File: src/serial_status_pkg.sv
// constants, field positions and carrier types of the serial status block
// assumes a byte-addressed register port with 32-bit data, one clock domain
// How it works
// - receive element count in bits 28..24
// - transmit element count in bits 20..16
// - framing error in framed mode sets frame error flag
// - activity flag high while transaction runs
// - empty transmit buffer on demand sets underrun in framed mode
// - underrun clears by re-enable or zero write
// - shift register empty flag mirrors shifter
// - word into full receive buffer discarded, overflow
// - overflow clears only by re-enable, zero write
// - receive empty when read equals write pointer
// - unimplemented status bits read zero
package serial_status_pkg;
    localparam int ADDR_W = 8;
    localparam int DATA_W = 32;
    localparam int PTR_W = 5;
    localparam int IDX_W = 4;
    localparam int FLAG_W = 4;
    localparam logic [ADDR_W-1:0] OFS_STATUS = 8'h00;
    localparam logic [ADDR_W-1:0] OFS_CONTROL = 8'h04;
    localparam logic [ADDR_W-1:0] OFS_DATA = 8'h08;
    localparam logic [ADDR_W-1:0] OFS_INT_STATUS = 8'h0c;
    localparam logic [ADDR_W-1:0] OFS_INT_MASK = 8'h10;
    // status field positions
    localparam int POS_RX_COUNT = 24;
    localparam int POS_TX_COUNT = 16;
    localparam int POS_FRAME_ERR = 12;
    localparam int POS_ACTIVITY = 11;
    localparam int POS_TX_UNDERRUN = 8;
    localparam int POS_SHIFT_EMPTY = 7;
    localparam int POS_RX_OVERFLOW = 6;
    localparam int POS_RX_EMPTY = 5;
    localparam int POS_TX_EMPTY = 3;
    localparam int POS_TX_FULL = 1;
    localparam int POS_RX_FULL = 0;
    // control field positions
    localparam int POS_ON = 0;
    localparam int POS_ENH = 1;
    localparam int POS_FRAMED = 2;
    // interrupt event positions
    localparam int EV_FRAME_ERR = 0;
    localparam int EV_TX_UNDERRUN = 1;
    localparam int EV_RX_OVERFLOW = 2;
    localparam int EV_RX_WORD = 3;
    // buffer depths in each mode
    localparam logic [PTR_W-1:0] DEPTH_ENHANCED = 5'h10;
    localparam logic [PTR_W-1:0] DEPTH_STANDARD = 5'h01;
    // reset values
    localparam logic [FLAG_W-1:0] RST_FLAGS = 4'h0;
    localparam logic RST_SHIFT_EMPTY = 1'b1;
    localparam logic [DATA_W-1:0] RST_WORD = 32'h0000_0000;
    typedef struct packed {
        logic framed_mode_enable;
        logic enhanced_buffer_enable;
        logic on;
    } control_t;
    typedef struct packed {
        logic rx_word;
        logic rx_overflow;
        logic tx_underrun;
        logic frame_error;
    } events_t;
    localparam control_t RST_CONTROL = '{default: 1'b0};
endpackage : serial_status_pkg

File: src/sticky_flag.sv
// one hardware-set, software-cleared flag
// assumes set and clear come from logic on the same clock
`timescale 1ns/1ps
`default_nettype none
module sticky_flag
    import serial_status_pkg::*;
(
    // clock and reset
    input wire logic clk_sys,
    input wire logic rst,
    // control
    input wire logic set,
    input wire logic clear,
    // state
    output logic flag
);
    logic flag_reg;
    logic flag_next;

    // set wins over a clear in the same cycle
    assign flag_next = set | (flag_reg & ~clear);
    assign flag = flag_reg;

    always_ff @(posedge clk_sys or posedge rst)
    begin
        if (rst)
            flag_reg <= 1'b0;
        else
            flag_reg <= flag_next;
    end
endmodule : sticky_flag
`default_nettype wire

File: src/buffer_tracker.sv
// read and write pointers and occupancy of one buffer
// assumes push is never given while full nor pop while empty
`timescale 1ns/1ps
`default_nettype none
module buffer_tracker
    import serial_status_pkg::*;
(
    // clock and reset
    input wire logic clk_sys,
    input wire logic rst,
    // control
    input wire logic clear,
    input wire logic push,
    input wire logic pop,
    input wire logic [PTR_W-1:0] depth,
    // state
    output logic [PTR_W-1:0] wr_ptr,
    output logic [PTR_W-1:0] rd_ptr,
    output logic [PTR_W-1:0] count,
    output logic empty,
    output logic full
);
    logic [PTR_W-1:0] wr_ptr_reg;
    logic [PTR_W-1:0] rd_ptr_reg;

    assign wr_ptr = wr_ptr_reg;
    assign rd_ptr = rd_ptr_reg;
    assign count = wr_ptr_reg - rd_ptr_reg;
    assign empty = (wr_ptr_reg == rd_ptr_reg);
    assign full = (count >= depth);

    always_ff @(posedge clk_sys or posedge rst)
    begin
        if (rst)
        begin
            wr_ptr_reg <= '0;
            rd_ptr_reg <= '0;
        end
        else if (clear)
        begin
            wr_ptr_reg <= '0;
            rd_ptr_reg <= '0;
        end
        else
        begin
            if (push)
                wr_ptr_reg <= wr_ptr_reg + 5'h01;
            if (pop)
                rd_ptr_reg <= rd_ptr_reg + 5'h01;
        end
    end
endmodule : buffer_tracker
`default_nettype wire

File: src/serial_status_flags.sv
// status, flag and buffer-occupancy logic of a serial port
// assumes shifter and word storage live outside, on the same clock
//
// Decided for this implementation: the placing of the registers and the strobed register port.
`timescale 1ns/1ps
`default_nettype none
module serial_status_flags
    import serial_status_pkg::*;
(
    // clock and reset
    input wire logic clk_sys,
    input wire logic rst,
    // register port
    input wire logic [ADDR_W-1:0] reg_addr,
    input wire logic [DATA_W-1:0] reg_wdata,
    input wire logic reg_wr,
    input wire logic reg_rd,
    output logic [DATA_W-1:0] reg_rdata,
    // shifter side
    input wire logic shift_active,
    input wire logic shift_reg_empty_in,
    input wire logic rx_word_done,
    input wire logic tx_word_needed,
    input wire logic frame_error_detect,
    // word storage side
    input wire logic [DATA_W-1:0] rx_word,
    output logic [IDX_W-1:0] rx_read_index,
    output logic rx_store,
    output logic [IDX_W-1:0] rx_store_index,
    output logic tx_load,
    output logic [DATA_W-1:0] tx_load_data,
    output logic [IDX_W-1:0] tx_load_index,
    output logic tx_take,
    output logic [IDX_W-1:0] tx_take_index,
    // mode outputs
    output control_t control,
    // interrupt
    output logic irq
);
    // register file
    control_t control_reg;
    control_t control_next;
    logic [FLAG_W-1:0] int_status_reg;
    logic [FLAG_W-1:0] int_status_next;
    logic [FLAG_W-1:0] int_mask_reg;
    logic [FLAG_W-1:0] int_mask_next;
    logic irq_reg;
    logic irq_next;
    logic [DATA_W-1:0] rdata_reg;
    logic [DATA_W-1:0] rdata_next;
    // mirrors and storage strobes
    logic activity_reg;
    logic activity_next;
    logic shift_empty_reg;
    logic rx_store_reg;
    logic [IDX_W-1:0] rx_store_index_reg;
    logic tx_load_reg;
    logic [DATA_W-1:0] tx_load_data_reg;
    logic [IDX_W-1:0] tx_load_index_reg;
    logic tx_take_reg;
    logic [IDX_W-1:0] tx_take_index_reg;

    // address decode
    wire sel_status = (reg_addr == OFS_STATUS);
    wire sel_control = (reg_addr == OFS_CONTROL);
    wire sel_data = (reg_addr == OFS_DATA);
    wire sel_int_status = (reg_addr == OFS_INT_STATUS);
    wire sel_int_mask = (reg_addr == OFS_INT_MASK);
    wire wr_status = reg_wr & sel_status;
    wire wr_control = reg_wr & sel_control;
    wire wr_data = reg_wr & sel_data;
    wire wr_int_status = reg_wr & sel_int_status;
    wire wr_int_mask = reg_wr & sel_int_mask;
    wire rd_data = reg_rd & sel_data;

    wire on = control_reg.on;
    wire enh = control_reg.enhanced_buffer_enable;
    wire framed = control_reg.framed_mode_enable;
    wire [PTR_W-1:0] depth = enh ? DEPTH_ENHANCED : DEPTH_STANDARD;
    // disabled module holds the three sticky flags and both buffers cleared until re-enabled; interrupt status bits keep their value
    wire off_clear = ~on;

    // buffer state
    wire [PTR_W-1:0] rx_wr_ptr;
    wire [PTR_W-1:0] rx_rd_ptr;
    wire [PTR_W-1:0] rx_count;
    wire rx_empty;
    wire rx_full;
    wire [PTR_W-1:0] tx_wr_ptr;
    wire [PTR_W-1:0] tx_rd_ptr;
    wire [PTR_W-1:0] tx_count;
    wire tx_empty;
    wire tx_full;

    // events of this cycle
    wire rx_arrive = on & rx_word_done;
    wire rx_push = rx_arrive & ~rx_full;
    wire rx_discard = rx_arrive & rx_full;
    // a data read with nothing stored leaves the pointer where it is
    wire rx_pop = on & rd_data & ~rx_empty;
    wire tx_push = on & wr_data & ~tx_full;
    wire tx_demand = on & tx_word_needed;
    wire tx_pop = tx_demand & ~tx_empty;
    wire tx_dry = tx_demand & tx_empty & framed;
    wire frame_err_ev = on & framed & frame_error_detect;

    // events that set interrupt status bits
    events_t ev;
    assign ev = '{
        frame_error: frame_err_ev,
        tx_underrun: tx_dry,
        rx_overflow: rx_discard,
        rx_word: rx_push
    };

    buffer_tracker rx_buf (
        .clk_sys(clk_sys),
        .rst(rst),
        .clear(off_clear),
        .push(rx_push),
        .pop(rx_pop),
        .depth(depth),
        .wr_ptr(rx_wr_ptr),
        .rd_ptr(rx_rd_ptr),
        .count(rx_count),
        .empty(rx_empty),
        .full(rx_full)
    );

    buffer_tracker tx_buf (
        .clk_sys(clk_sys),
        .rst(rst),
        .clear(off_clear),
        .push(tx_push),
        .pop(tx_pop),
        .depth(depth),
        .wr_ptr(tx_wr_ptr),
        .rd_ptr(tx_rd_ptr),
        .count(tx_count),
        .empty(tx_empty),
        .full(tx_full)
    );

    // sticky flags: cleared while disabled or by writing zero to the bit
    wire frame_err_flag;
    wire tx_underrun_flag;
    wire rx_overflow_flag;
    wire clr_frame_err = off_clear | (wr_status & ~reg_wdata[POS_FRAME_ERR]);
    wire clr_underrun = off_clear | (wr_status & ~reg_wdata[POS_TX_UNDERRUN]);
    wire clr_overflow = off_clear | (wr_status & ~reg_wdata[POS_RX_OVERFLOW]);

    sticky_flag frame_err_bit (
        .clk_sys(clk_sys),
        .rst(rst),
        .set(frame_err_ev),
        .clear(clr_frame_err),
        .flag(frame_err_flag)
    );

    sticky_flag underrun_bit (
        .clk_sys(clk_sys),
        .rst(rst),
        .set(tx_dry),
        .clear(clr_underrun),
        .flag(tx_underrun_flag)
    );

    sticky_flag overflow_bit (
        .clk_sys(clk_sys),
        .rst(rst),
        .set(rx_discard),
        .clear(clr_overflow),
        .flag(rx_overflow_flag)
    );

    // status word; every bit not listed reads zero
    logic [DATA_W-1:0] status_word;
    always_comb
    begin
        status_word = '0;
        status_word[POS_RX_COUNT +: PTR_W] = rx_count;
        status_word[POS_TX_COUNT +: PTR_W] = tx_count;
        status_word[POS_FRAME_ERR] = frame_err_flag;
        status_word[POS_ACTIVITY] = activity_reg;
        status_word[POS_TX_UNDERRUN] = tx_underrun_flag;
        status_word[POS_SHIFT_EMPTY] = shift_empty_reg;
        status_word[POS_RX_OVERFLOW] = rx_overflow_flag;
        status_word[POS_RX_EMPTY] = rx_empty;
        status_word[POS_TX_EMPTY] = tx_empty;
        status_word[POS_TX_FULL] = tx_full;
        status_word[POS_RX_FULL] = rx_full;
    end

    // register words as read back, unused bits zero
    wire [DATA_W-1:0] control_word = {29'h0000_0000, control_reg};
    wire [DATA_W-1:0] int_status_word = {28'h000_0000, int_status_reg};
    wire [DATA_W-1:0] int_mask_word = {28'h000_0000, int_mask_reg};

    // read mux, unmapped addresses read zero
    always_comb
    begin
        rdata_next = '0;
        if (reg_rd)
        begin
            if (sel_status)
                rdata_next = status_word;
            else if (sel_control)
                rdata_next = control_word;
            else if (sel_data)
                rdata_next = rx_word;
            else if (sel_int_status)
                rdata_next = int_status_word;
            else if (sel_int_mask)
                rdata_next = int_mask_word;
        end
    end

    // event bits set, write one clears, set wins
    assign int_status_next = ev | (int_status_reg & ~(wr_int_status ? reg_wdata[FLAG_W-1:0]
        : RST_FLAGS));

    // mode and mask take a write at once, so irq follows the new mask
    assign control_next = wr_control ? control_t'(reg_wdata[POS_FRAMED:POS_ON]) : control_reg;
    assign int_mask_next = wr_int_mask ? reg_wdata[FLAG_W-1:0] : int_mask_reg;
    assign irq_next = |(int_status_next & int_mask_next);

    always_ff @(posedge clk_sys or posedge rst)
    begin
        if (rst)
        begin
            control_reg <= RST_CONTROL;
            int_mask_reg <= RST_FLAGS;
            int_status_reg <= RST_FLAGS;
            irq_reg <= 1'b0;
            rdata_reg <= RST_WORD;
        end
        else
        begin
            control_reg <= control_next;
            int_mask_reg <= int_mask_next;
            int_status_reg <= int_status_next;
            irq_reg <= irq_next;
            rdata_reg <= rdata_next;
        end
    end

    // busy while shifting or while words wait to go out
    assign activity_next = on & (shift_active | ~tx_empty | tx_push);

    // shifter mirrors
    always_ff @(posedge clk_sys or posedge rst)
    begin
        if (rst)
        begin
            activity_reg <= 1'b0;
            shift_empty_reg <= RST_SHIFT_EMPTY;
        end
        else
        begin
            activity_reg <= activity_next;
            shift_empty_reg <= shift_reg_empty_in;
        end
    end

    // word storage strobes with the slot they refer to
    always_ff @(posedge clk_sys or posedge rst)
    begin
        if (rst)
        begin
            rx_store_reg <= 1'b0;
            rx_store_index_reg <= '0;
            tx_load_reg <= 1'b0;
            tx_load_data_reg <= RST_WORD;
            tx_load_index_reg <= '0;
            tx_take_reg <= 1'b0;
            tx_take_index_reg <= '0;
        end
        else
        begin
            rx_store_reg <= rx_push;
            tx_load_reg <= tx_push;
            tx_take_reg <= tx_pop;
            if (rx_push)
                rx_store_index_reg <= rx_wr_ptr[IDX_W-1:0];
            if (tx_push)
            begin
                tx_load_data_reg <= reg_wdata;
                tx_load_index_reg <= tx_wr_ptr[IDX_W-1:0];
            end
            if (tx_pop)
                tx_take_index_reg <= tx_rd_ptr[IDX_W-1:0];
        end
    end

    assign reg_rdata = rdata_reg;
    // index from the pointer flop, so rx_word settles before the read
    assign rx_read_index = rx_rd_ptr[IDX_W-1:0];
    assign rx_store = rx_store_reg;
    assign rx_store_index = rx_store_index_reg;
    assign tx_load = tx_load_reg;
    assign tx_load_data = tx_load_data_reg;
    assign tx_load_index = tx_load_index_reg;
    assign tx_take = tx_take_reg;
    assign tx_take_index = tx_take_index_reg;
    assign control = control_reg;
    assign irq = irq_reg;
endmodule : serial_status_flags
`default_nettype wire

File: config.mk
export PLATFORM = sky130hd
export DESIGN_NAME = serial_status_flags
export DESIGN_NICKNAME = d
export VERILOG_FILES = /design/src/serial_status_pkg.sv /design/src/sticky_flag.sv /design/src/buffer_tracker.sv /design/src/serial_status_flags.sv
export SDC_FILE = /design/constraint.sdc
export NUM_CORES = 1
export LEC_CHECK = 0
export BUFFER_PORTS_ARGS = -buffer_cell sky130_fd_sc_hd__buf_2
export CAP_MARGIN = 20
export CORE_ASPECT_RATIO = 1.1
export CORE_MARGIN = 3
export CORE_UTILIZATION = 40
export DETAILED_ROUTE_END_ITERATION = 8
export GPL_ROUTABILITY_DRIVEN = 0
export PLACE_DENSITY_LB_ADDON = 0.05
export SLEW_MARGIN = 15
export SYNTH_ARGS = -nofsm -noshare
export SYNTH_HDL_FRONTEND = slang
export SYNTH_HIERARCHICAL = 1
export SYNTH_SLANG_ARGS = --single-unit
File: constraint.sdc
create_clock -name clk_sys -period 4.19 [get_ports clk_sys]
set_clock_uncertainty 0.1 [all_clocks]
set_input_delay 0.2095 -clock clk_sys [delete_from_list [all_inputs] [get_ports clk_sys]]
set_output_delay 0.2095 -clock clk_sys [all_outputs]
set_load 0.01 [all_outputs]
==> Word level (Yosys, flattened, before mapping) <==
Index checks and enable logic that the tools add are counted.
{ "classes": {"n_lt_le_gt_ge": 2, "n_addsub": 6, "n_eq_ne": 10, "muxes": 17, "reduce_logical": 2, "bitwise_logic": 49} }
{ "op_table": {"columns": ["cell", "n"], "rows": [
  ["32-bit 2-to-1 mux", 4],
  ["5-bit 2-to-1 mux", 9],
  ["1-bit AND", 26],
  ["5-bit by 1-bit adder with 5-bit output, second input constant", 4],
  ["8-bit by 4-bit == test with 1-bit output, second input constant", 2],
  ["4-bit 2-to-1 mux", 4],
  ["1-bit inverter", 11],
  ["5-bit == test", 2],
  ["5-bit >= comparator", 2],
  ["5-bit subtractor", 2],
  ["4-bit AND", 2],
  ["8-bit by 3-bit == test with 1-bit output, second input constant", 1],
  ["8-bit by 5-bit == test with 1-bit output, second input constant", 1],
  ["8-bit zero test", 1],
  ["2-bit by 1-bit inequality test with 1-bit output, second input constant", 4],
  ["1-bit bitwise OR", 8],
  ["4-bit inverter", 1],
  ["4-bit bitwise OR", 1],
  ["4-bit OR reduction", 1]
]} }
{ "word_totals": {"reg_bits": 116, "in_bits": 81} }

==> Logic depth before layout (Yosys ltp) <==
Gate-level depths: netlist (run 1).
{ "depth": {"ltp_word": 8, "depth_mapped": 17} }

==> Cells and area by module <==
The synthesis (run 1) kept the hierarchy.
{ "by_module_without_submodules": {"columns": ["mod", "seq_area_each_um2", "area_per_inst_um2", "cells_per_inst", "instances"], "rows": [
  ["serial_status_flags", 2328.5, 3943.8, 302, 1],
  ["buffer_tracker", 250.2, 724.4, 77, 2],
  ["sticky_flag", 25.0, 40.0, 4, 3]
]} }

==> Worst setup path before layout (run 1) <==
Ideal clock, no wire load.
{ "synth_timing": {"path_type": "register to register", "startpoint": "register tx_buf.wr_ptr_reg[0], in the netlist tx_buf/wr_ptr[0]", "endpoint": "register tx_buf.wr_ptr_reg[3], in the netlist tx_buf/wr_ptr[3]", "slack_ns": 1.036, "arrival_time_ns": 2.922, "path_stages_with_launch": 18, "n_path_buf": 2, "setup_time_ns": 0.132, "cell_sequence": "dfrtp_1 inv_1 ha_1 inv_1 fa_1 a21o_1 a21oi_2 xnor2_1 ha_1 a21oi_1 o21ai_0 nand4b_2 buf_6 buf_6 inv_1 nand4_1 xor2_1 nor2_1"} }
{ "synth_between": {"elab_chain_len": 5, "elab_cells_between_ends": 8, "cone_classes": "add/sub: 2; order compare: 1; eq/ne: 1; mux: 2; bitwise: 2"} }
{ "synth_rtl": {"columns": ["item", "line", "text"], "rows": [
  ["start: declaration", "buffer_tracker.sv:23", "logic [PTR_W-1:0] wr_ptr_reg;"],
  ["start signal: assignment", "buffer_tracker.sv:47", "wr_ptr_reg <= wr_ptr_reg + 5'h01;"],
  ["5-bit subtractor", "buffer_tracker.sv:28", "assign count = wr_ptr_reg - rd_ptr_reg;"],
  ["via tx_count[4]", "serial_status_flags.sv:91", "wire [PTR_W-1:0] tx_count;"],
  ["5-bit >= comparator", "buffer_tracker.sv:30", "assign full = (count >= depth);"],
  ["via tx_full", "serial_status_flags.sv:93", "wire tx_full;"],
  ["1-bit inverter", "serial_status_flags.sv:101", "wire tx_push = on & wr_data & ~tx_full;"],
  ["1-bit AND", "serial_status_flags.sv:101", null],
  ["via tx_push", "serial_status_flags.sv:101", null],
  ["2-bit by 1-bit inequality test with 1-bit output (no source line)", null, null]
]} }
The timed path passes the listed nets, and every way through them passes these cells. The select of a mux whose other input is x is not followed.
A chain may end at the register's enable or synchronous reset.

==> Final worst setup path (run 1) <==
{ "layout_timing": {"startpoint": "register tx_buf.wr_ptr_reg[0], in the netlist tx_buf/wr_ptr[0]", "endpoint": "register tx_load_data_reg[20], in the netlist tx_load_data[20]"} }
{ "layout_between": {"elab_chain_len": 4} }
{ "layout_rtl": {"columns": ["item", "line", "text"], "rows": [
  ["5-bit subtractor", "buffer_tracker.sv:28", null],
  ["via tx_count[4]", "serial_status_flags.sv:91", null],
  ["5-bit >= comparator", "buffer_tracker.sv:30", null],
  ["via tx_full", "serial_status_flags.sv:93", null],
  ["1-bit inverter", "serial_status_flags.sv:101", null],
  ["1-bit AND", "serial_status_flags.sv:101", null],
  ["end signal: assignment", "serial_status_flags.sv:287", "tx_load_data_reg <= reg_wdata;"],
  ["end: declaration", "serial_status_flags.sv:58", "logic [DATA_W-1:0] tx_load_data_reg;"]
]} }
The timed path passes the listed nets, and every way through them passes these cells.

==> metrics.md, run 1 <==
| Metric | Value |
|---|---|
| Outcome | `finished with violations` |
| Failing checks | `negative hold slack` |
| Commonest non-fill, non-tap cell in the layout | `buf_2` |
| Sequential fraction of the synthesis area | `52.68%` |
| First-pass GRT wire length | `24220 um` |
| Distinct cells, synth | `48` |
| Starting Density | `41.38%` |
| Fraction of layout cells with a size suffix above 1 | `36.47%` |
| Syn Area/Cell | `11.78 sq um` |
| RSZ-0062 raised after global routing | `no` |
| TritonCTS clock tree | `yes` |
| I/O Pins | `168` |
| Dpl hpwl | `10370 um` |
| Congestion Overflow GR | `0` |
| Core ar. | `13320 sq um` |
| Cell count after synthesis | `468` |
| Non-filler instance count after layout | `897` |
| Drt pass-1 iters | `4` |
| Initial antenna violation count | `0` |
| Most used DFF post-synth | `dfrtp_1` |
| #FFs+latches synth | `116` |
| Port Buf Inserts | `167` |
| DR vias/cell | `4.862` |
| CTS Root Cell | `clkbuf_16` |
| Clock transition at the registers of the reported paths | `0.05 ns` |
| Final Hold Vio Count | `1` |
| Number of synthesized flops with an enable pin | `0` |
| Die Span Y | `129.1 um` |
| DRC errors left | `0` |
| Utilization after layout | `58.18%` |
| Worst Path Required | `4.38 ns` |
| Synth warnings | `6` |
| GRT Overall Usage | `20.20%` |
| CTS resizes | `0` |
| Part of the cycle the worst path needs | `84.50%` |
| Path type of the worst setup path | `reg -> reg` |
| Max cap viols | `0` |
| PnR worst setup slack | `0.6492 ns` |
| Post-synth ARST share | `100.0%` |
| Power per cell area | `376.0 nW/um^2` |
| Tmin final | `3.541 ns` |
| Post-CTS Setup Inserts | `0` |
| Cell count after placement | `805` |
| Slew @ Worst Pin | `0.9612 ns` |
| Iter 0 DRT Violations | `153` |
| Worst Path Max Fanout | `37` |
| Leakage power | `4.229 nW` |
| Setup TNS | `0 ns` |
| F_max | `282.4 MHz` |
| Clock sinks | `116` |
| Worst skew pair latency | `0.42 ns` |
| Antenna Nets Post-Route | `0` |
| Layout net count | `805` |
| Area Growth Syn to Fin | `40.60%` |
| Tightest Hold Check Type | `in -> reg` |
| Most frequent cells in the layout | `buf_2, dfrtp_1, dlygate4sd3_1, inv_1, nor2_1` |
| Worst vdd ir | `0.2816 mV` |
| Pin count of the biggest net entering global routing | `64` |
| Vias in the first global route | `4711` |
| Slew Limit Fails | `0` |
| Setup WS pre-CTS | `0.6571 ns` |
| Hold_buf cts | `60` |
| Vias | `4361` |
| Final setup viols | `0` |
| Hold WS | `-0.001829 ns` |
| Die footprint | `15230 sq um` |
| Routed WL | `14920 um` |
| H-tree Lvls | `4` |
| Critical Path End Type | `register` |
| Routed length per instance | `16.63 um` |
| Synthesized cell area | `5513 sq um` |
| Largest buffer count on any clock path | `2` |
| FP Rows | `44` |
| CP startpoint kind | `register` |
| TritonCTS Buffers | `17` |
| Ant. Diodes | `0` |
| Crit path DAT | `3.73 ns` |
| Overall power | `2.915 mW` |
| Width of the die | `117.9 um` |
| Relative slew slack | `35.33%` |
report_power, final:
part / internal (mW) / total [mW] / switching [mW]
Clock: 1.08 / 1.58 / 0.503
Sequential: 1.14 / 1.14 / 0.00833
Combinational: 0.0964 / 0.192 / 0.0954
Total: 2.31 / 2.91 / 0.606
per-stage QoR:
| step | hold WS [ns] | area [sq um] |
|---|---|---|
| final | -0.001829 | 7751 |
| after global routing | 0.006167 | 7751 |
| after CTS | 0.002266 | 7751 |
| after detailed placement | 0.04273 | 6502 |
| after global placement | 0.03917 | 6502 |
| after floorplan | -0.1618 | 5532 |
routing by layer:
metal  track usage, %  vias to the layer above  routed length, um
met4            9.034                        0                343
met2            33.66                      128               7428
met5                0                        -                  0
met1            24.93                     2118               6409
met3            5.412                       26                740
li1                 -                     2089                  -
worst paths after layout:
check	cells after the start	to	from	slack, ns
max	13	tx_load_data[20]	tx_buf/wr_ptr[0]	0.65
min	2	tx_load_data[1]	reg_wdata[1]	-0.002
max reg2reg	13	tx_load_data[20]	tx_buf/wr_ptr[0]	0.65
min reg2reg	1	overflow_bit/flag	overflow_bit/flag	0.38
max in group asynchronous	4	tx_load_data[5]	rst	2.58
min in group asynchronous	3	overflow_bit/flag	rst	0.17
cells in the mapped netlist, drive strengths merged (5+ instances only):
cell type,number,area share (%)
a21o,9,1.2
a21oi,7,0.77
a22oi,17,2.3
a31oi,10,1.1
and3,19,2.2
and4,5,0.79
buf,10,1.4
clkbuf,13,0.89
dfrtp,115,52
ha,22,5.0
inv,42,2.9
mux2,48,11
mux2i,6,1.1
nand2,16,1.1
nand4,12,1.4
nor2,31,2.1
nor2b,14,1.6
o21ai,8,0.73
or2,6,0.68
xnor2,14,2.2
xor2,10,1.6
layout make-up:
| class | count | area, sq um |
|---|---|---|
| Clock inverter | 7 | 142.6 |
| Clock buffer | 25 | 505.5 |
| Multi-Input combinational cell | 292 | 2342 |
| Sequential cell | 116 | 2904 |
| Fill cell | 1194 | 5572 |
| Timing Repair Buffer | 231 | 1466 |
| Inverter | 42 | 160.2 |
| Tap cell | 184 | 230.2 |
logic make-up (layout without fill, tap and decap cells):
kind of cell / count (synthesis) / count (layout) / synth area share (%)
other cells: 1 / 6 / 0.06802
xor+xnor: 24 / 24 / 3.813
compound gates: 63 / 63 / 8.057
fa+ha+maj: 24 / 24 / 5.719
mux: 54 / 54 / 12.12
flops: 116 / 116 / 52.68
simple gates: 121 / 121 / 12.37
buf+inv: 65 / 305 / 5.175
critical path, cell delays in order (launching register included):
cell,delay (ns)
dfrtp_1,0.42
inv_1,0.08
ha_1,0.14
inv_1,0.06
fa_1,0.40
a21o_1,0.19
a21oi_2,0.15
xnor2_1,0.11
ha_1,0.32
nand2_1,0.06
o21ai_0,0.24
nand4b_2,0.20
buf_4,0.51
mux2_2,0.41
No activity file was read; power rests on OpenSTA's default activity.
==> inputs of run 2 (changes only) <==
--- a/config.mk
+++ b/config.mk
@@ -5,6 +5,7 @@
 export SDC_FILE = /design/constraint.sdc
 export NUM_CORES = 1
 export LEC_CHECK = 0
+export ABC_AREA = 1
 export BUFFER_PORTS_ARGS = -buffer_cell sky130_fd_sc_hd__buf_2
 export CAP_MARGIN = 20
 export CORE_ASPECT_RATIO = 1.1
==> constraint.sdc (replaced) <==
create_clock -name clk_sys -period 2.9 [get_ports clk_sys]
set_clock_uncertainty 0.1 [all_clocks]
set_input_delay 0.145 -clock clk_sys [delete_from_list [all_inputs] [get_ports clk_sys]]
set_output_delay 0.145 -clock clk_sys [all_outputs]
set_load 0.01 [all_outputs]
==> run 2 against run 1 <==
Effect of this change: the flow now finishes without violations; flip-flop and latch count stayed put; utilization is 4.3 points higher; first-iteration DRC count is 55% higher; via count is 22% higher; non-clock buffer count is 48 higher; largest cell class unchanged.
==> metrics.md, run 2 <==
| Metric | Value |
|---|---|
| H-tree Lvls | `4` |
| Port Buf Inserts | `167` |
| Reg2Reg Capture Point | `rx_buf/wr_ptr[4]` |
| TritonCTS Buffers | `17` |
| Hold path start | `reg_wr` |
| F_max | `353.4 MHz` |
| Die footprint | `15180 sq um` |
| Crit path DAT | `3.03 ns` |
| Psw | `0.8498 mW` |
| Final setup viols | `0` |
| Final Hold Vio Count | `0` |
| Post-synth ARST share | `100.0%` |
| Clk pwr share | `51.2%` |
| FP Rows | `44` |
| CP Depth | `18` |
| CP cell instances | `inv_2 > ha_4 > inv_2 > fa_2 > nand3_2 > nand2_2 > nand2_2 > nand2_2 > ha_4 > a21oi_1 > nand3_2 > nor3_4 > buf_6 > nand2_4 > nor2_4 > nand3_2 > nand2_1 > nor2_1` |
| Ant. Diodes | `0` |
| Non-filler instance count after layout | `1143` |
| Largest buffer count on any clock path | `2` |
| Post-synthesis mux area share | `0%` |
| Max cap viols | `0` |
| Critical path's top delay family | `simple AND/OR/NAND/NOR gates` |
| R2R Setup Slk | `0.07 ns` |
| Pin count of the biggest net entering global routing | `59` |
| Worst Path Max Fanout | `8` |
| Compound-Gate Fraction of Synth Area | `5.852%` |
| Iter 0 DRT Violations | `237` |
| Highest routed layer | `met4` |
| Synth cell count leaders | `nand2_1, dfrtp_1, inv_1` |
| Hold depth | `3` |
| Post-synthesis simple-gate area fraction | `26.98%` |
| Cell count after synthesis | `661` |
| Synth warnings | `6` |
| Width of the die | `117.8 um` |
| First-pass GRT wire length | `25790 um` |
| FILL cells | `1179` |
| GRT Overall Usage | `21.29%` |
| Routed WL | `16150 um` |
| Hold WS | `0.07238 ns` |
| Reg2Reg Launch Point | `rx_buf/wr_ptr[0]` |
| Sequential fraction of the synthesis area | `52.85%` |
| Area Growth Syn to Fin | `51.50%` |
| Top cell type's share of synthesized area | `52.37%` |
| Congestion Overflow GR | `0` |
| Cell with the most instances after synthesis | `nand2_1` |
| Worst vdd ir | `0.2973 mV` |
| Slew @ Worst Pin | `0.7563 ns` |
| Top post-synthesis cells by area | `dfrtp_1, nand2_1, inv_1` |
| XOR/XNOR Fraction of Synth Area | `0.6375%` |
| Largest area contributor in the netlist | `dfrtp_1` |
| Leakage power | `4.604 nW` |
| Finished layout cell area | `8325 sq um` |
| Tightest Hold Check Type | `in -> reg` |
| I/O Pins | `168` |
| Routed wire length on met2 | `7971 um` |
| Seq pwr share | `42.0%` |
| Syn Area/Cell | `8.314 sq um` |
| Slew Limit Fails | `0` |
| RSZ-0062 raised after global routing | `yes` |
| Distinct cells, synth | `34` |
| Outcome | `finished clean` |
| Switching share of total power | `21.74%` |
| Main combinational cell family by area after synthesis | `simple AND/OR/NAND/NOR gates` |
| Number of synthesized flops with an enable pin | `0` |
| Post-DP Area | `6719 sq um` |
| Die Span Y | `128.9 um` |
| #FFs+latches synth | `116` |
| Tmin final | `2.829 ns` |
| DR vias/cell | `4.654` |
| Worst Path Required | `3.10 ns` |
| Initial antenna violation count | `0` |
| Commonest non-fill, non-tap cell in the layout | `nand2_1` |
| Fraction of layout cells with a size suffix above 1 | `31.70%` |
| R2R cell count | `18` |
| Max incr delay on CP | `0.41 ns` |
| Core ar. | `13320 sq um` |
| CP max stage cell | `fa_2` |
| Path type of the worst setup path | `reg -> reg` |
| Dpl hpwl | `11030 um` |
| Layout net count | `1052` |
| Clock sinks | `116` |
| Synthesized cell area | `5495 sq um` |
| Cell count after placement | `1028` |
| Synth Area in Adders | `5.738%` |
| Clock transition at the registers of the reported paths | `0.05 ns` |
| Most used DFF post-synth | `dfrtp_1` |
| DRC errors left | `0` |
| Relative slew slack | `49.58%` |
| Critical Path End Type | `register` |
| Hold EP | `int_mask_reg[3]` |
| Part of the cycle the worst path needs | `97.56%` |
| Drt pass-1 iters | `4` |
| Vias in the first global route | `5427` |
| Bufs and invs on worst path | `3` |
| TritonCTS clock tree | `yes` |
| CTS Root Cell | `clkbuf_16` |
| Comb power frac | `6.8%` |
| Starting Density | `41.25%` |
| Overall power | `3.909 mW` |
| Most frequent cells in the layout | `nand2_1, buf_2, dfrtp_1, dlygate4sd3_1, inv_1` |
| Routed length per instance | `14.13 um` |
| Worst skew pair latency | `0.41 ns` |
| CP startpoint kind | `register` |
| Vias | `5319` |
| Met1 wire length | `6823 um` |
| P_int | `3.059 mW` |
| Antenna Nets Post-Route | `0` |
| Power per cell area | `469.5 nW/um^2` |
| WL met3 | `911 um` |
## run 2: cell count changes in the layout (fill, tap and decap cells not counted), sizes merged, moves of 23 or more
cell	previous run	this run
nor2	31	54
a21oi	7	36
buf	171	206
inv	42	82
nand2	16	252
mux2	48	0
nand3	3	31
## run 2: worst max-delay path by stage
stage,start,to,slack (ns)
floorplan,tx_buf/wr_ptr[0],tx_buf/wr_ptr[4],0.02
global placement,rx_buf/wr_ptr[0],rx_buf/wr_ptr[4],-0.03
detailed placement,rx_buf/wr_ptr[0],rx_buf/wr_ptr[4],-0.1
CTS,rx_buf/wr_ptr[0],rx_buf/wr_ptr[4],0.01
global route,rx_buf/wr_ptr[0],irq,-0.07
finish,rx_buf/wr_ptr[0],rx_buf/wr_ptr[4],0.07
## run 2: final cells by class
type                       count  area, sq um  share of cell area [%]
inverter                      83        329.1                   3.953
clock inverter                11        110.1                   1.323
clock buffer                  20        456.7                   5.485
multi-input combinational    450         2344                   28.15
tap                          184        230.2                   2.765
sequential                   116         2907                   34.91
timing repair buffer         279         1949                   23.41
## run 2: cells by family after synthesis
family          count (synthesis)
other cells                     1
buf+inv                       100
xor+xnor                        4
compound gates                 62
flops                         116
fa+ha+maj                      24
simple gates                  354
## run 2: power groups by stage
stage / sequential (mW) / clock [mW] / combinational [mW]
after floorplan: 1.67 / 0 / 0.0846
after global placement: 1.67 / 0 / 0.181
after detailed placement: 1.67 / 0 / 0.184
after CTS: 1.64 / 2.04 / 0.261
after global routing: 1.64 / 2.12 / 0.296
final: 1.64 / 2.00 / 0.266
## run 2: metal layers
metal	global-route usage, %	vias up
met5	0	-
li1	-	2625
met1	24.87	2485
met3	5.538	37
met2	37.18	172
met4	9.586	0
## run 2: stage by stage
stage / setup slack, ns / util, % / TNS (ns)
2_1_floorplan: 0.01522 / - / 0
3_3_place_gp: -0.03481 / 50.43 / -0.03481
3_5_place_dp: -0.09856 / 50.43 / -0.4181
4_1_cts: 0.01018 / 60.24 / 0
5_1_grt: -0.07300 / 62.49 / -0.8686
6_report: 0.07074 / 62.49 / 0
## run 2: timing repair
item	CTS	global route
endpoints found under the hold margin	158	0
cloned	0	2
pin swaps	3	23
buffers inserted	2	9
hold buffers	71	0
setup endpoints to repair	14	53
gates resized for setup	5	51
## run 2: tightest hold or removal path, cell delays in order
cell and delay [ns]:
buf_2 0.20, nand3_1 0.12, nand2_1 0.07
==> inputs of run 3 (changes only) <==
--- a/config.mk
+++ b/config.mk
@@ -13,9 +13,10 @@
 export CORE_UTILIZATION = 40
 export DETAILED_ROUTE_END_ITERATION = 8
 export GPL_ROUTABILITY_DRIVEN = 0
-export PLACE_DENSITY_LB_ADDON = 0.05
+export PLACE_DENSITY = 0.67
 export SLEW_MARGIN = 15
 export SYNTH_ARGS = -nofsm -noshare
 export SYNTH_HDL_FRONTEND = slang
 export SYNTH_HIERARCHICAL = 1
 export SYNTH_SLANG_ARGS = --single-unit
+export TNS_END_PERCENT = 30
==> run 3 against run 2 <==
Effect of this change: via count about the same; total power grew 0.27%; sequential power about the same; maximum frequency is 0.49% higher; first-iteration DRC count grew 32%; utilization shrank 1.2 points; critical endpoint unchanged; largest cell class unchanged; highest routed layer unchanged.
==> metrics.md, run 3 (synthesis gave the netlist of run 2 again) <==
| Metric | Value |
|---|---|
| Psw | `0.8084 mW` |
| Pin count of the biggest net entering global routing | `50` |
| Width of the die | `117.8 um` |
| Max incr delay on CP | `0.39 ns` |
| Vias in the first global route | `5234` |
| Switching share of total power | `20.62%` |
| RSZ-0062 raised after global routing | `yes` |
| Hold WS | `0.04001 ns` |
| Setup WS pre-CTS | `-0.03222 ns` |
| Seq pwr share | `41.9%` |
| Comb power frac | `6.6%` |
| Ant. Diodes | `0` |
| Tightest Hold Check Type | `in -> reg` |
| Dpl hpwl | `10810 um` |
| P_int | `3.111 mW` |
| Antenna Nets Post-Route | `0` |
| Congestion Overflow GR | `0` |
| Outcome | `finished clean` |
| TritonCTS clock tree | `yes` |
| Drt pass-1 iters | `4` |
| Part of the cycle the worst path needs | `97.09%` |
| Critical path's top delay family | `simple AND/OR/NAND/NOR gates` |
| Leakage power | `4.527 nW` |
| FILL cells | `1157` |
| Worst Path Required | `3.10 ns` |
| Fraction of layout cells with a size suffix above 1 | `30.12%` |
| Initial antenna violation count | `0` |
| Die footprint | `15180 sq um` |
| Most frequent cells in the layout | `nand2_1, buf_2, dfrtp_1, dlygate4sd3_1, inv_1` |
| Commonest non-fill, non-tap cell in the layout | `nand2_1` |
| H-tree Lvls | `4` |
| Core ar. | `13320 sq um` |
| DR vias/cell | `4.675` |
| CP dominant cell by count | `nand2_1` |
| Cell count after placement | `1029` |
| Hold depth | `5` |
| Critical Path End Type | `register` |
| Routed WL | `16130 um` |
| Area Growth Syn to Fin | `48.50%` |
| FP Rows | `44` |
| PnR worst setup slack | `0.08445 ns` |
| Slew Limit Fails | `0` |
| Tmin final | `2.816 ns` |
| R2R cell count | `19` |
| Die Span Y | `128.9 um` |
| Crit path DAT | `3.01 ns` |
| F_max | `355.2 MHz` |
| Path type of the worst setup path | `reg -> reg` |
| Worst skew pair latency | `0.41 ns` |
| Clk pwr share | `51.4%` |
| Port Buf Inserts | `167` |
| First-pass GRT wire length | `26080 um` |
| Final setup viols | `0` |
| Final Hold Vio Count | `0` |
| Iter 0 DRT Violations | `312` |
| Worst Path Max Fanout | `5` |
| DRC errors left | `0` |
| Clock transition at the registers of the reported paths | `0.05 ns` |
| Bufs and invs on worst path | `3` |
| Routed length per instance | `14.19 um` |
| CTS Root Cell | `clkbuf_16` |
| Non-filler instance count after layout | `1137` |
| Largest buffer count on any clock path | `2` |
| CP max stage cell | `dfrtp_1` |
| Clock sinks | `116` |
| CP cell instances | `inv_2 > ha_4 > inv_2 > fa_2 > nand3_2 > nand2_1 > nand2_1 > nand2_2 > ha_4 > nand2_2 > inv_2 > nand4_1 > nand3_2 > nor3_4 > nand2_1 > nor2_2 > nand3_1 > nand2_1 > nor2_2` |
| Starting Density | `41.25%` |
| GRT Overall Usage | `21.67%` |
| Max cap viols | `0` |
| Slew @ Worst Pin | `0.6277 ns` |
| Vias | `5316` |
| Power per cell area | `480.3 nW/um^2` |
| Relative slew slack | `57.83%` |
| I/O Pins | `168` |
| Worst vdd ir | `0.2730 mV` |
| CP Depth | `19` |
| TritonCTS Buffers | `17` |
| Layout net count | `1046` |
| CP startpoint kind | `register` |
run 3: cell count changes in the layout (fill, tap and decap cells not counted), moves of 3 or more:
cell | before | now
clkbuf_1 | 1 | 6
nor2_2 | 5 | 8
dlygate4sd3_1 | 71 | 68
nand2_2 | 12 | 7
nand2_1 | 239 | 245
buf_4 | 30 | 35
buf_6 | 6 | 2
clkinv_2 | 7 | 2
run 3: layer usage:
| layer | vias to the layer above | wire length, um | global-route usage, % |
|---|---|---|---|
| met5 | - | 0 | 0 |
| met3 | 26 | 986 | 5.714 |
| met1 | 2494 | 6729 | 26.03 |
| li1 | 2610 | - | - |
| met2 | 186 | 8155 | 37.99 |
| met4 | 0 | 262 | 7.586 |
run 3: worst min-delay path, delay by kind of cell:
kind                   cells  cell delay, ns
buffers and inverters      1            0.10
AND/OR/NAND/NOR            4            0.24
run 3: layout make-up:
class	instances	area (sq um)	area share [%]
clock inverters	4	70.07	0.8586
multi-input cells	450	2300	28.18
repair buffers	273	1822	22.32
clock buffers	27	503.0	6.164
flip-flops and latches	116	2907	35.62
inverters	83	329.1	4.033
well taps	184	230.2	2.821
run 3: path summary, 6_finish.rpt:
kind | startpoint | end | slack, ns
min reg2reg | tx_load_index[3] | tx_load_index[3] | 0.37
min | rx_word[2] | reg_rdata[2] | 0.04
max in group asynchronous | rst | tx_load_data[23] | 1.71
max | rx_buf/wr_ptr[0] | rx_buf/wr_ptr[4] | 0.08
min in group asynchronous | rst | overflow_bit/flag | 0.11
max reg2reg | rx_buf/wr_ptr[0] | rx_buf/wr_ptr[4] | 0.08
run 3: repair_timing:
item                       in CTS  in global routing
setup buffers                   1                  8
hold buffers                   68                  0
gates cloned                    0                  0
hold endpoints to repair      143                  0
pin swaps                       2                 25
resized for setup               1                 38
setup endpoints to repair      25                 54
run 3: power groups by stage:
| stage | Clock, mW | Combinational (mW) | Sequential, mW |
|---|---|---|---|
| after floorplan | 0 | 0.0846 | 1.67 |
| after global placement | 0 | 0.182 | 1.67 |
| after detailed placement | 0 | 0.183 | 1.67 |
| after CTS | 2.06 | 0.255 | 1.64 |
| after global routing | 2.13 | 0.290 | 1.64 |
| final | 2.02 | 0.260 | 1.64 |
run 3: per-stage QoR:
stage | power, mW | utilization [%] | instance area (sq um) | setup TNS, ns
3_3_place_gp | 1.851 | 50.30 | 6701 | 0
3_5_place_dp | 1.853 | 50.30 | 6701 | -0.2958
6_report | 3.920 | 61.25 | 8160 | 0
4_1_cts | 3.960 | 59.79 | 7965 | 0
5_1_grt | 4.067 | 61.25 | 8160 | -0.1264
2_1_floorplan | 1.753 | - | 5514 | 0
